[src/rtl/arc_consts.vh]
// Operation
// - word-length option set makes the result register 16 bits, else 24 bits.
// - changing word length never re-rounds a held result; next new result uses it.
// - checksum is 24-bit XOR of user registers and internal trim bits; the interface mode register is left out.
// - checksum register reads zero unless the integrity check enable is set.
// - result is offset binary unless the active setup selects unipolar coding.
// - any result register read drives ready bit and pin ready high.
// - the same result may be read repeatedly.
// - a new result is held off while the result register is being read.
// - status-append option adds the status byte after the result on reads.
// - bit 14 turns on the power-down switch sink; reset clear.
// - bit 13 enables both auxiliary outputs together; clear keeps them disabled.
// - sync enable with normal sync: low sync pin holds modulator and filter reset.
// - alternate sync, several channels: low sync at channel switch delays next conversion.
// - error mode 0 disables pin; 1 makes it input ORed inverted into error flag.
// - error mode 2 drives inverted OR of status errors as open drain.
// - error mode 3 drives the error data bit with active pull-up.
// - error data bit sets pin level as output, reads pin state as input.
// - bits 7 and 6 are write-only levels for auxiliary outputs b and a.
// - bits 5 and 4 make bidirectional pins 1 and 0 inputs.
// - bits 3 and 2 make bidirectional pins 1 and 0 outputs unless bits 5 and 4 are also set.
// - bit 1 drives bidirectional pin 1 as output, reads its level as input.
// - ready bit goes low when a new or calibration result is written.
// - integrity check flags a register error on any change while enabled.
// - bit 0 drives bidirectional pin 0 as output, reads its level as input.
`ifndef ARC_CONSTS_VH
`define ARC_CONSTS_VH
`define ARC_ADDR_STATUS 6'h00
`define ARC_ADDR_IFMODE 6'h02
`define ARC_ADDR_CHECK 6'h03
`define ARC_ADDR_DATA 6'h04
`define ARC_ADDR_GPIO 6'h06
`define ARC_IFM_RST 16'h0000
`define ARC_IFM_MASK 16'h11ED
`define ARC_GPIO_RST 16'h0800
`define ARC_GPIO_MASK 16'h7FFF
`define ARC_IFM_ALTSYNC 12
`define ARC_IFM_DATASTAT 6
`define ARC_IFM_INTEGRITY 5
`define ARC_IFM_SHORTWORD 0
`define ARC_GP_PWRSWITCH 14
`define ARC_GP_AUXEN 13
`define ARC_GP_SYNCEN 11
`define ARC_GP_ERRMODE_HI 10
`define ARC_GP_ERRMODE_LO 9
`define ARC_GP_ERRDAT 8
`define ARC_GP_AUXB 7
`define ARC_GP_AUXA 6
`define ARC_GP_IPEN1 5
`define ARC_GP_IPEN0 4
`define ARC_GP_OPEN1 3
`define ARC_GP_OPEN0 2
`define ARC_GP_DAT1 1
`define ARC_GP_DAT0 0
`define ARC_ERR_OFF 2'h0
`define ARC_ERR_IN 2'h1
`define ARC_ERR_OD 2'h2
`define ARC_ERR_OUT 2'h3
`define ARC_LEN_8 6'h08
`define ARC_LEN_16 6'h10
`define ARC_LEN_24 6'h18
`define ARC_LEN_32 6'h20
`define ARC_CMD_LAST 6'h07
`define ARC_WR_LAST 6'h0F
`define ARC_OB_FLIP 24'h800000
`endif

[src/rtl/arc_result_regs.v]
`timescale 1ns/1ps
`include "arc_consts.vh"
module arc_result_regs #(
    parameter [23:0] TRIM_WORD = 24'h5A5A5A // arbitrary value
) (
    input wire clock,
    input wire reset_n,
    input wire spiSclk,
    input wire spiCsN,
    input wire spiDin,
    output reg spiDout,
    input wire resultValid,
    input wire [23:0] resultRaw,
    input wire [3:0] resultChannel,
    input wire resultOverRange,
    input wire codingSelect,
    input wire multiChannel,
    input wire channelSwitchDue,
    input wire [23:0] otherRegsXor,
    input wire syncPin,
    output reg modulatorReset,
    output reg conversionHold,
    output reg readyN,
    output reg powerDownSwitchEnable,
    output reg auxOutputsEnable,
    output reg auxOutputAPin,
    output reg auxOutputBPin,
    input wire bidirPin0In,
    output reg bidirPin0Out,
    output reg bidirPin0Oe,
    input wire bidirPin1In,
    output reg bidirPin1Out,
    output reg bidirPin1Oe,
    input wire errorPinIn,
    output reg errorPinOut,
    output reg errorPinOe
);

////////////////////////////////////////////////////////////////////////////////
// serial phases
localparam [2:0] PH_CMD = 3'b001;
localparam [2:0] PH_RD = 3'b010;
localparam [2:0] PH_WR = 3'b100;

// pin synchronisers: {err, gp1, gp0, sync, din, cs, sclk}
reg [6:0] meta_q;
reg [6:0] pin_q;
reg sclkOld_q;

reg [2:0] phase_q;
reg [5:0] cnt_q;
reg [5:0] len_q;
reg [5:0] addr_q;
reg [31:0] sh_q;
reg dataReading_q;

reg [15:0] ifm_q;
reg [15:0] gp_q;
reg [23:0] data_q;
reg dataShort_q;
reg [3:0] chan_q;
reg overRange_q;
reg regError_q;
reg [23:0] snap_q;
reg regCheckOld_q;

reg pend_q;
reg [23:0] pendRaw_q;
reg [3:0] pendChan_q;
reg pendOver_q;

wire sclkS = pin_q[0];
wire csS = pin_q[1];
wire dinS = pin_q[2];
wire syncS = pin_q[3];
wire gp0S = pin_q[4];
wire gp1S = pin_q[5];
wire errS = pin_q[6];
wire sclkRise = sclkS & ~sclkOld_q;

wire [1:0] errMode = gp_q[`ARC_GP_ERRMODE_HI:`ARC_GP_ERRMODE_LO];
wire register_integrity_checksum = ifm_q[`ARC_IFM_INTEGRITY];
wire [7:0] cmdByte = {sh_q[6:0], dinS};
wire [15:0] wrWord = {sh_q[14:0], dinS};

////////////////////////////////////////////////////////////////////////////////
// status, checksum and readback
wire adcError = overRange_q | (errMode == `ARC_ERR_IN & ~errS);
wire [7:0] statusByte = {readyN, adcError, 1'b0, regError_q, chan_q};
wire [23:0] liveSum = otherRegsXor ^ TRIM_WORD ^ {8'h00, gp_q};
wire [23:0] checkRead = register_integrity_checksum ? liveSum : 24'h000000;

reg [15:0] gpRead;
always @* begin
    gpRead = gp_q;
    gpRead[`ARC_GP_AUXB] = 1'b0;
    gpRead[`ARC_GP_AUXA] = 1'b0;
    if (errMode == `ARC_ERR_IN) begin
        gpRead[`ARC_GP_ERRDAT] = errS;
    end
    if (gp_q[`ARC_GP_IPEN1]) begin
        gpRead[`ARC_GP_DAT1] = gp1S;
    end
    if (gp_q[`ARC_GP_IPEN0]) begin
        gpRead[`ARC_GP_DAT0] = gp0S;
    end
end

// read word is left aligned so the shifter always sends bit 31 first
reg [31:0] rdWord;
reg [5:0] rdLen;
always @* begin
    rdWord = 32'h00000000;
    rdLen = `ARC_LEN_8;
    if (cmdByte[5:0] == `ARC_ADDR_STATUS) begin
        rdWord = {statusByte, 24'h000000};
    end else if (cmdByte[5:0] == `ARC_ADDR_IFMODE) begin
        rdWord = {ifm_q, 16'h0000};
        rdLen = `ARC_LEN_16;
    end else if (cmdByte[5:0] == `ARC_ADDR_CHECK) begin
        rdWord = {checkRead, 8'h00};
        rdLen = `ARC_LEN_24;
    end else if (cmdByte[5:0] == `ARC_ADDR_DATA) begin
        if (dataShort_q) begin
            rdWord = {data_q[15:0], statusByte, 8'h00};
            rdLen = ifm_q[`ARC_IFM_DATASTAT] ? `ARC_LEN_24 : `ARC_LEN_16;
        end else begin
            rdWord = {data_q, statusByte};
            rdLen = ifm_q[`ARC_IFM_DATASTAT] ? `ARC_LEN_32 : `ARC_LEN_24;
        end
    end else if (cmdByte[5:0] == `ARC_ADDR_GPIO) begin
        rdWord = {gpRead, 16'h0000};
        rdLen = `ARC_LEN_16;
    end
end

wire cmdDone = ~csS & sclkRise & phase_q[0] & (cnt_q == `ARC_CMD_LAST);
wire startDataRead = cmdDone & ~cmdByte[7] & cmdByte[6] & (cmdByte[5:0] == `ARC_ADDR_DATA);
wire wrDone = ~csS & sclkRise & phase_q[2] & (cnt_q == `ARC_WR_LAST);

// a result arriving during a data read waits in the pending slot
wire commitNow = pend_q & ~dataReading_q & ~startDataRead;

// coding and word length are applied when the result is committed
wire [23:0] offsetBin = pendRaw_q ^ `ARC_OB_FLIP;
wire [23:0] unipolar = pendRaw_q[23] ? 24'h000000 : {pendRaw_q[22:0], 1'b0};
wire [23:0] coded = codingSelect ? offsetBin : unipolar;

////////////////////////////////////////////////////////////////////////////////
// clocked logic
always @(posedge clock) begin
    if (!reset_n) begin
        // idle levels: sclk, cs and sync high, so release brings no false edge or sync reset pulse
        meta_q <= 7'h0B;
        pin_q <= 7'h0B;
        sclkOld_q <= 1'b1;
        phase_q <= PH_CMD;
        cnt_q <= 6'h00;
        len_q <= 6'h00;
        addr_q <= 6'h00;
        sh_q <= 32'h00000000;
        dataReading_q <= 1'b0;
        ifm_q <= `ARC_IFM_RST;
        gp_q <= `ARC_GPIO_RST;
        data_q <= 24'h000000;
        dataShort_q <= 1'b0;
        chan_q <= 4'h0;
        overRange_q <= 1'b0;
        regError_q <= 1'b0;
        snap_q <= 24'h000000;
        regCheckOld_q <= 1'b0;
        pend_q <= 1'b0;
        pendRaw_q <= 24'h000000;
        pendChan_q <= 4'h0;
        pendOver_q <= 1'b0;
        readyN <= 1'b1;
        spiDout <= 1'b1;
        modulatorReset <= 1'b0;
        conversionHold <= 1'b0;
        powerDownSwitchEnable <= 1'b0;
        auxOutputsEnable <= 1'b0;
        auxOutputAPin <= 1'b0;
        auxOutputBPin <= 1'b0;
        bidirPin0Out <= 1'b0;
        bidirPin0Oe <= 1'b0;
        bidirPin1Out <= 1'b0;
        bidirPin1Oe <= 1'b0;
        errorPinOut <= 1'b0;
        errorPinOe <= 1'b0;
    end else begin
        meta_q <= {errorPinIn, bidirPin1In, bidirPin0In, syncPin, spiDin, spiCsN, spiSclk};
        pin_q <= meta_q;
        sclkOld_q <= sclkS;

        // serial engine: mode 3, host samples on rising edge, device shifts after it
        if (csS) begin
            phase_q <= PH_CMD;
            cnt_q <= 6'h00;
            dataReading_q <= 1'b0;
        end else if (sclkRise) begin
            case (phase_q)
                PH_CMD: begin
                    sh_q <= {sh_q[30:0], dinS};
                    cnt_q <= cnt_q + 6'h01;
                    if (cnt_q == `ARC_CMD_LAST) begin
                        cnt_q <= 6'h00;
                        addr_q <= cmdByte[5:0];
                        // a set top bit is not a valid command byte
                        if (!cmdByte[7] && cmdByte[6]) begin
                            phase_q <= PH_RD;
                            sh_q <= rdWord;
                            len_q <= rdLen;
                            dataReading_q <= startDataRead;
                        end else if (!cmdByte[7]) begin
                            phase_q <= PH_WR;
                        end
                    end
                end
                PH_RD: begin
                    sh_q <= {sh_q[30:0], 1'b0};
                    cnt_q <= cnt_q + 6'h01;
                    if (cnt_q == len_q - 6'h01) begin
                        phase_q <= PH_CMD;
                        cnt_q <= 6'h00;
                        dataReading_q <= 1'b0;
                    end
                end
                PH_WR: begin
                    sh_q <= {sh_q[30:0], dinS};
                    cnt_q <= cnt_q + 6'h01;
                    if (cnt_q == `ARC_WR_LAST) begin
                        phase_q <= PH_CMD;
                        cnt_q <= 6'h00;
                    end
                end
                default: begin
                    phase_q <= PH_CMD;
                    cnt_q <= 6'h00;
                end
            endcase
        end

        // register writes; ifmode write leaves the converter and held data alone
        if (wrDone && addr_q == `ARC_ADDR_IFMODE) begin
            ifm_q <= wrWord & `ARC_IFM_MASK;
        end
        if (wrDone && addr_q == `ARC_ADDR_GPIO) begin
            gp_q <= wrWord & `ARC_GPIO_MASK;
        end

        // result path
        if (commitNow) begin
            pend_q <= 1'b0;
            dataShort_q <= ifm_q[`ARC_IFM_SHORTWORD];
            data_q <= ifm_q[`ARC_IFM_SHORTWORD] ? {8'h00, coded[23:8]} : coded;
            chan_q <= pendChan_q;
            overRange_q <= pendOver_q;
        end
        if (resultValid) begin
            pend_q <= 1'b1;
            pendRaw_q <= resultRaw;
            pendChan_q <= resultChannel;
            pendOver_q <= resultOverRange;
        end
        // data stays in place after a read so it can be read again
        if (commitNow) begin
            readyN <= 1'b0;
        end else if (startDataRead) begin
            readyN <= 1'b1;
        end

        // integrity check: snapshot on enable, flag any later change
        regCheckOld_q <= register_integrity_checksum;
        if (register_integrity_checksum && !regCheckOld_q) begin
            snap_q <= liveSum;
        end
        if (!register_integrity_checksum) begin
            regError_q <= 1'b0;
        end else if (regCheckOld_q && liveSum != snap_q) begin
            regError_q <= 1'b1;
        end

        // ready shows on the data pin while selected and no read is shifting; deselected it is held high
        if (csS) begin
            spiDout <= 1'b1;
        end else if (phase_q == PH_RD) begin
            spiDout <= sh_q[31];
        end else begin
            spiDout <= readyN;
        end

        // sync: alternate mode only takes effect with several channels
        if (gp_q[`ARC_GP_SYNCEN] && ifm_q[`ARC_IFM_ALTSYNC] && multiChannel) begin
            modulatorReset <= 1'b0;
            if (syncS) begin
                conversionHold <= 1'b0;
            end else if (channelSwitchDue) begin
                conversionHold <= 1'b1;
            end
        end else begin
            modulatorReset <= gp_q[`ARC_GP_SYNCEN] & ~syncS;
            conversionHold <= 1'b0;
        end

        powerDownSwitchEnable <= gp_q[`ARC_GP_PWRSWITCH];
        auxOutputsEnable <= gp_q[`ARC_GP_AUXEN];
        auxOutputAPin <= gp_q[`ARC_GP_AUXEN] & gp_q[`ARC_GP_AUXA];
        auxOutputBPin <= gp_q[`ARC_GP_AUXEN] & gp_q[`ARC_GP_AUXB];
        bidirPin0Oe <= gp_q[`ARC_GP_OPEN0] & ~gp_q[`ARC_GP_IPEN0];
        bidirPin1Oe <= gp_q[`ARC_GP_OPEN1] & ~gp_q[`ARC_GP_IPEN1];
        bidirPin0Out <= gp_q[`ARC_GP_DAT0];
        bidirPin1Out <= gp_q[`ARC_GP_DAT1];

        case (errMode)
            `ARC_ERR_OD: begin
                errorPinOut <= 1'b0;
                errorPinOe <= adcError | regError_q;
            end
            `ARC_ERR_OUT: begin
                errorPinOut <= gp_q[`ARC_GP_ERRDAT];
                errorPinOe <= 1'b1;
            end
            default: begin
                errorPinOut <= 1'b0;
                errorPinOe <= 1'b0;
            end
        endcase
    end
end

endmodule

[config.mk]
export PLATFORM = sky130hd
export DESIGN_NAME = arc_result_regs
export DESIGN_NICKNAME = d
export VERILOG_FILES = /design/src/rtl/arc_result_regs.v
export VERILOG_INCLUDE_DIRS = /design/src /design/src/rtl
export SDC_FILE = /design/constraint.sdc
export NUM_CORES = 1
export LEC_CHECK = 0
export BUFFER_PORTS_ARGS = -buffer_cell sky130_fd_sc_hd__buf_2
export CAP_MARGIN = 40
export CORE_ASPECT_RATIO = 0.7
export CORE_MARGIN = 8
export CORE_UTILIZATION = 55
export DETAILED_ROUTE_END_ITERATION = 10
export HOLD_SLACK_MARGIN = 0.03
export PLACE_DENSITY = 0.74
export SYNTH_ARGS = -nofsm -noshare
export SYNTH_HDL_FRONTEND = slang
export SYNTH_SLANG_ARGS = --single-unit
[constraint.sdc]
create_clock -name clock -period 4.9 [get_ports clock]
set_clock_uncertainty 0.2 [all_clocks]
set_input_delay 0.49 -clock clock [delete_from_list [all_inputs] [get_ports clock]]
set_output_delay 0.49 -clock clock [all_outputs]
set_load 0.01 [all_outputs]
==> results of run 1 <==
## path summary, 6_finish.rpt
kind / depth (start not counted) / endpoint / start
setup / recovery: 7 / sh_q[1] / cnt_q[0]
hold / removal: 2 / modulatorReset / multiChannel
setup reg to reg: 7 / sh_q[1] / cnt_q[0]
hold reg to reg: 1 / pin_q[0] / meta_q[0]
## registers in the layout (all words and copies together), names as in the netlist, 3 cells and up
name        cells
addr_q          6
chan_q          4
cnt_q           6
data_q         24
gp_q           15
ifm_q           8
len_q           3
meta_q          7
pendChan_q      4
pendRaw_q      24
phase_q         3
pin_q           7
sh_q           32
snap_q         24
## synth_stat cells, types with 4 or more instances
library cell / instances
clkbuf_1: 48
nand4_1: 8
nand2b_1: 15
nand3_1: 19
and3_1: 9
a21boi_0: 19
buf_1: 5
nor2_1: 41
a21oi_1: 44
and2_1: 22
a211oi_1: 16
inv_1: 9
or3_1: 10
a31oi_1: 8
a21boi_2: 12
o21ai_0: 54
nor2b_1: 63
a21boi_1: 8
a221oi_1: 9
o2bb2ai_1: 4
buf_2: 16
xor2_1: 21
mux2i_1: 83
o211ai_1: 6
nor3_1: 9
a22o_1: 14
dfxtp_1: 189
a211o_1: 7
nor4_1: 4
nor3b_1: 28
nand2_1: 107
xnor2_1: 24
o22ai_1: 7
o211a_1: 13
## cell families after synthesis
group,after synthesis,share of synthesized area (%)
fa+ha+maj,3,0.409
mux,84,9.17
buf+inv,87,4.59
simple gates,355,20.9
compound gates,247,19.2
flops,189,41.2
xor+xnor,46,4.55
## repair_timing
action | CTS | global route
endpoints found under the hold margin | 2 | 0
gates resized for setup | 0 | 0
hold buffers | 2 | 0
## worst max-delay path: cells and delay by family (launching register included)
kind                     cells  cell delay (ns)
AND/OR/NAND/NOR              3             1.59
flip-flops                   1             0.38
AO/OA/AOI/OAI                2             0.32
buffers and inverters        1             0.25
adder cells (fa/ha/maj)      1             0.24
## through the flow
| step | util (%) | instances | total power [W] |
|---|---|---|---|
| finish | 62.4 | 1281 | 0.00323 |
| global route | 62.4 | 1281 | 0.00334 |
| CTS | 62.4 | 1281 | 0.00325 |
| detailed placement | 58.5 | 1247 | 0.00182 |
| global placement | 58.3 | 1245 | 0.00181 |
| floorplan | - | 1011 | 0.00176 |
## power breakdown
group	switching, W	total [W]	internal, W
registers	0.0000281	0.00159	0.00157
clock network	0.000651	0.00144	0.000790
logic	0.000106	0.000192	0.0000862
total	0.000785	0.00323	0.00244
## final cells by class
type | count | area [um^2] | area share (%)
Clock buffer | 19 | 443 | 4.34
Clock inverter | 13 | 174 | 1.70
Inverter | 9 | 33.8 | 0.331
Multi-Input combinational cell | 735 | 4980 | 48.8
Sequential cell | 189 | 3780 | 37.1
Tap cell | 225 | 282 | 2.76
Timing Repair Buffer | 91 | 508 | 4.98
## metal layers
| layer | GRT usage, % | wire length [um] |
|---|---|---|
| met1 | 33.0 | 11400 |
| met2 | 32.7 | 9880 |
| met3 | 6.93 | 2340 |
| met4 | 5.84 | 317 |
| met5 | 0 | 0 |
==> metrics.md, run 1 <==
| Metric | Value |
|---|---|
| Starting Density | `56.2%` |
| Register area share after synthesis | `41.2%` |
| Post-CTS setup buffer count | `0` |
| Core footprint | `16300 um^2` |
| Congestion Overflow GR | `0` |
| GRT Util Overall | `22.9%` |
| Slew @ Worst Pin | `0.909 ns` |
| Die height | `124 um` |
| Outcome | `complete, no violations` |
| First-pass GRT wire length | `38400 um` |
| EDFF count, synth | `0` |
| Final Cycle Share | `62.0%` |
| Crit start category | `register` |
| P_leak | `3.78 nW` |
| Synth cell types | `74` |
| Syn_nets | `1080` |
| Vias | `7486` |
| Initial antenna violation count | `0` |
| Pre-CTS setup slack | `1.92 ns` |
| CP cell instances | `ha_1 > nor4bb_4 > o211ai_1 > buf_4 > nor3_2 > and3_1 > a22o_1` |
| Number of synthesized register bits | `189` |
| VDD IR max | `0.209 mV` |
| YS warnings | `0` |
| Antenna diode count | `0` |
| Most used cells in the layout excluding fill and tap cells | `dfxtp_1 (189), nand2_1 (107), mux2i_1 (83), buf_2 (78), nor2b_1 (62)` |
| Asr flop ratio synth | `0%` |
| DR pass1 iterations | `5` |
| Dpl cell area | `9570 um^2` |
| WP data arrival | `3.22 ns` |
| Clock Pin Slew Worst Setup and Hold Paths | `0.07 ns` |
| # DRC | `0` |
| # rows | `39` |
| H-tree Lvls | `4` |
| Detailed Route WL | `23900 um` |
| Wire per inst | `18.7 um` |
| Clk buf depth | `2` |
| Root buf cell | `clkbuf_16` |
| Final GP Congestion | `0.939` |
| RSZ-0062 raised after global routing | `no` |
| Vias in the first global route | `7064` |
| Detailed Place HPWL | `17000 um` |
| Number of top-level pins | `80` |
| Worst path required time | `5.08 ns` |
| Slew HR | `39.1%` |
| Hold/Removal Path Class | `in2reg` |
| Synth-to-Final Area Change | `11.1%` |
| PwrDens | `316 nW/um^2` |
| Inserted Clock Buffers | `17` |
| Max-cap violations | `0` |
| Critical path fanouts, max | `23` |
| Syn avg cell area | `9.08 um^2` |
| Commonest non-fill, non-tap cell in the layout | `dfxtp_1` |
| Ys flop type | `dfxtp_1` |
| CTS sink cnt | `189` |
| CTS tree | `yes` |
| Die Area | `21200 um^2` |
| Largest cells by area after synthesis | `dfxtp_1 (41%), mux2i_1 (9.0%), nand2_1 (4.4%)` |
| Fin Setup TNS | `0 ns` |
| Final instance area | `10200 um^2` |
| Top cell type's share of synthesized area | `41.2%` |
| DR vias/cell | `5.84` |
| Fmax | `0.329 GHz` |
| Area leader, netlist | `dfxtp_1` |
| Count of final max-slew check failures | `0` |
| Minimum clock period | `3.04 ns` |
| CP peak stage delay | `0.77 ns` |
| Final net count | `1112` |
| Clk_lat worst skew | `0.44 ns` |
| Die Wd | `170 um` |
| Worst hold slack | `0.0465 ns` |
| Final worst-path setup slack | `1.86 ns` |
| Synth Cell Area | `9180 um^2` |
| Slowest library cell on the worst path | `nor3_2` |
| PortBufs | `79` |
| Kind of critical path | `reg2reg` |
| Reg-to-reg setup timing slack | `1.86 ns` |
| Largest net degree at the start of global routing | `88` |
| Setup crit end kind | `register` |
| Count of final setup violators | `0` |
| Filler Cell Count | `1418` |
| Final ANT Viol Nets | `0` |
| Mapped Cells | `1011` |
| DRT iter0 DRCs | `905` |
| Final hold vios | `0` |
| Share of layout cells above drive strength 1 | `14.1%` |
Note: power is estimated with default switching activity, not from simulation.
==> run 2: changes to the inputs <==
--- a/config.mk
+++ b/config.mk
@@ -10,10 +10,10 @@
 export CAP_MARGIN = 40
 export CORE_ASPECT_RATIO = 0.7
 export CORE_MARGIN = 8
-export CORE_UTILIZATION = 55
+export CORE_UTILIZATION = 54
 export DETAILED_ROUTE_END_ITERATION = 10
 export HOLD_SLACK_MARGIN = 0.03
-export PLACE_DENSITY = 0.74
+export PLACE_DENSITY = 0.76
 export SYNTH_ARGS = -nofsm -noshare
 export SYNTH_HDL_FRONTEND = slang
 export SYNTH_SLANG_ARGS = --single-unit
==> constraint.sdc (replaced) <==
create_clock -name clock -period 2.65 [get_ports clock]
set_clock_uncertainty 0.2 [all_clocks]
set_input_delay 0.265 -clock clock [delete_from_list [all_inputs] [get_ports clock]]
set_output_delay 0.265 -clock clock [all_outputs]
set_load 0.01 [all_outputs]
==> run 2 against run 1 <==
  * Global-route usage is 0.38 points higher
  * Sequential cell count stayed put
  * Fmax is 26% higher
  * Non-clock buffer count is 85 higher
  * Largest cell class unchanged
==> metrics.md, run 2 (synthesis gave the netlist of run 1 again) <==
| Metric | Value |
|---|---|
| Inserted Clock Buffers | `17 (unchanged)` |
| Reg-to-reg setup timing slack | `0.24 ns (was 1.86 ns)` |
| Largest register by flop count | `sh_q (unchanged)` |
| Final net count | `1197 (was 1112)` |
| Worst hold slack | `0.0557 ns (was 0.0465 ns)` |
| CP peak stage delay | `0.57 ns (was 0.77 ns)` |
| Filler Cell Count | `1447 (was 1418)` |
| Sequential Area | `3780 um^2 (unchanged)` |
| Reg2reg end | `sh_q[24] (was sh_q[1])` |
| Die height | `125 um (was 124 um)` |
| # rows | `40 (was 39)` |
| Outcome | `complete, no violations (unchanged)` |
| Layout Utilization | `64.8% (was 62.4%)` |
| Final ANT Viol Nets | `0 (unchanged)` |
| Clk buf depth | `2 (unchanged)` |
| Reg2reg start | `sh_q[2] (was cnt_q[0])` |
| Placed cells | `1287 (was 1247)` |
| Multi-input gate area | `4990 um^2 (was 4980 um^2)` |
| Critical Path Source | `sh_q[2] (was cnt_q[0])` |
| Sw Share | `25.6% (was 24.3%)` |
| H-tree Lvls | `4 (unchanged)` |
| Die Wd | `172 um (was 170 um)` |
| Vias | `7956 (was 7486)` |
| Most used cells in the layout excluding fill and tap cells | `dfxtp_1 (189), nand2_1 (107), mux2i_1 (83), buf_2 (78), nor2b_1 (62) (unchanged)` |
| Vias in the first global route | `7499 (was 7064)` |
| Final Cycle Share | `91.1% (was 62.0%)` |
| Final hold vios | `0 (unchanged)` |
| PwrDens | `538 nW/um^2 (was 316 nW/um^2)` |
| Fin Setup TNS | `0 ns (unchanged)` |
| Pint | `0.00439 W (was 0.00244 W)` |
| GRT Util Overall | `23.3% (was 22.9%)` |
| Number of top-level pins | `80 (unchanged)` |
| Hold/Removal Path Class | `in2reg (unchanged)` |
| CTS tree | `yes (unchanged)` |
| Wire per inst | `18.1 um (was 18.7 um)` |
| Detailed Place HPWL | `17200 um (was 17000 um)` |
| Hold endpoint | `snap_q[5] (was modulatorReset)` |
| DR vias/cell | `5.80 (was 5.84)` |
| Detailed Route WL | `24900 um (was 23900 um)` |
| Count of final setup violators | `0 (unchanged)` |
| WP data arrival | `2.56 ns (was 3.22 ns)` |
| Root buf cell | `clkbuf_16 (unchanged)` |
| Slew HR | `41.3% (was 39.1%)` |
| Finished Layout Cells | `1372 (was 1281)` |
| Critical path fanouts, max | `12 (was 23)` |
| Hold path startpoint | `otherRegsXor[5] (was multiChannel)` |
| Post-CTS setup buffer count | `0 (unchanged)` |
| # DRC | `0 (unchanged)` |
| Clock Pin Slew Worst Setup and Hold Paths | `0.07 ns (about the same)` |
| P_sw | `0.00151 W (was 0.000785 W)` |
| Largest net degree at the start of global routing | `158 (was 88)` |
| Die Area | `21500 um^2 (was 21200 um^2)` |
| Slew @ Worst Pin | `0.880 ns (was 0.909 ns)` |
| Clock power frac | `42.9% (was 44.7%)` |
| Final GP Congestion | `0.964 (was 0.939)` |
| Initial antenna violation count | `0 (unchanged)` |
| Minimum clock period | `2.41 ns (was 3.04 ns)` |
| P_leak | `4.16 nW (was 3.78 nW)` |
| Setup crit end kind | `register (unchanged)` |
| CP cell instances | `nor3_2 > nand3_1 > o22ai_1 > o221ai_1 > a41oi_1 (was ha_1 > nor4bb_4 > o211ai_1 > buf_4 > nor3_2 > and3_1 > a22o_1)` |
| Reg2Reg Depth | `5 (was 7)` |
| DR pass1 iterations | `5 (unchanged)` |
| VDD IR max | `0.406 mV (was 0.209 mV)` |
| Hold path depth | `4 (was 2)` |
| Slowest library cell on the worst path | `nand3_1 (was nor3_2)` |
| Comb pwr share | `7.2% (was 5.9%)` |
| Sequential share of power | `49.9% (was 49.4%)` |
| Largest register FFs | `32 (unchanged)` |
| Share of layout cells above drive strength 1 | `16.2% (was 14.1%)` |
| Count of final max-slew check failures | `0 (unchanged)` |
| Congestion Overflow GR | `0 (unchanged)` |
| Top Family by Delay on Critical Path | `simple AND/OR/NAND/NOR gates (unchanged)` |
| WP buf/inv | `0 (was 1)` |
| PortBufs | `79 (unchanged)` |
| Commonest non-fill, non-tap cell in the layout | `dfxtp_1 (unchanged)` |
| Starting Density | `54.3% (was 56.2%)` |
| Kind of critical path | `reg2reg (unchanged)` |
| Synth-to-Final Area Change | `19.4% (was 11.1%)` |
| Core footprint | `16900 um^2 (was 16300 um^2)` |
| DRT iter0 DRCs | `798 (was 905)` |
| Worst path required time | `2.79 ns (was 5.08 ns)` |
| Crit start category | `register (unchanged)` |
| RSZ-0062 raised after global routing | `no (unchanged)` |
| Clk_lat worst skew | `0.44 ns (about the same)` |
| Antenna diode count | `0 (unchanged)` |
| Max-cap violations | `0 (unchanged)` |
| CTS sink cnt | `189 (unchanged)` |
| First-pass GRT wire length | `40300 um (was 38400 um)` |
| Fmax | `0.414 GHz (was 0.329 GHz)` |
[run 2: cell count changes in the layout (fill, tap and decap cells not counted), sizes merged]
cell | previous run | this run
dlygate4sd3 | 2 | 53
buf | 89 | 123
clkinv | 3 | 8
bufinv | 2 | 0
clkbuf | 19 | 18
clkinvlp | 2 | 1
inv | 15 | 14
[run 2: worst reg2reg max path, delay by kind of cell, from the launching register on]
kind	cells	cell delay, ns
AO/OA/AOI/OAI	3	0.73
AND/OR/NAND/NOR	2	1.03
flip-flops	1	0.38
[run 2: worst max-delay path by stage]
stage                           to  depth (start not counted)
after floorplan            gp_q[6]                          7
after global placement    len_q[4]                          6
after detailed placement  len_q[4]                          6
after CTS                 len_q[4]                          6
after global routing      len_q[5]                          6
final                     sh_q[24]                          5
[run 2: cell type report]
| cell class | instances | share of cell area (%) |
|---|---|---|
| clock buffers | 18 | 4.01 |
| clock inverters | 14 | 1.37 |
| inverters | 9 | 0.308 |
| multi-input cells | 735 | 45.5 |
| flip-flops and latches | 189 | 34.5 |
| well taps | 231 | 2.64 |
| repair buffers | 176 | 11.7 |
[run 2: layer usage]
layer | vias to the layer above | global-route usage [%] | wire, um
met1 | 3793 | 33.8 | 11900
met4 | 0 | 7.03 | 534
li1 | 3811 | - | -
met2 | 308 | 33.0 | 10500
met3 | 44 | 6.16 | 2020
met5 | - | 0 | 0
[run 2: what timing repair did]
| action | in CTS | in global routing |
|---|---|---|
| resized for setup | 0 | 2 |
| hold endpoints to repair | 53 | 0 |
| hold buffers | 53 | 0 |
| endpoints found under the setup margin | 0 | 2 |
[run 2: through the flow]
stage	setup WS (ns)	total power, W	area (um^2)
2_1_floorplan	0.470	0.00325	9180
5_1_grt	0.0463	0.00610	11000
4_1_cts	0.0399	0.00592	11000
3_3_place_gp	0.124	0.00336	9840
3_5_place_dp	0.0688	0.00337	9840
6_report	0.235	0.00590	11000
[run 2: power groups by stage]
stage | Clock (W) | Sequential, W | Combinational (W)
2_1_floorplan | 0 | 0.00299 | 0.000259
3_3_place_gp | 0 | 0.00301 | 0.000357
3_5_place_dp | 0 | 0.00301 | 0.000362
4_1_cts | 0.00255 | 0.00294 | 0.000422
5_1_grt | 0.00268 | 0.00295 | 0.000465
6_report | 0.00253 | 0.00294 | 0.000427
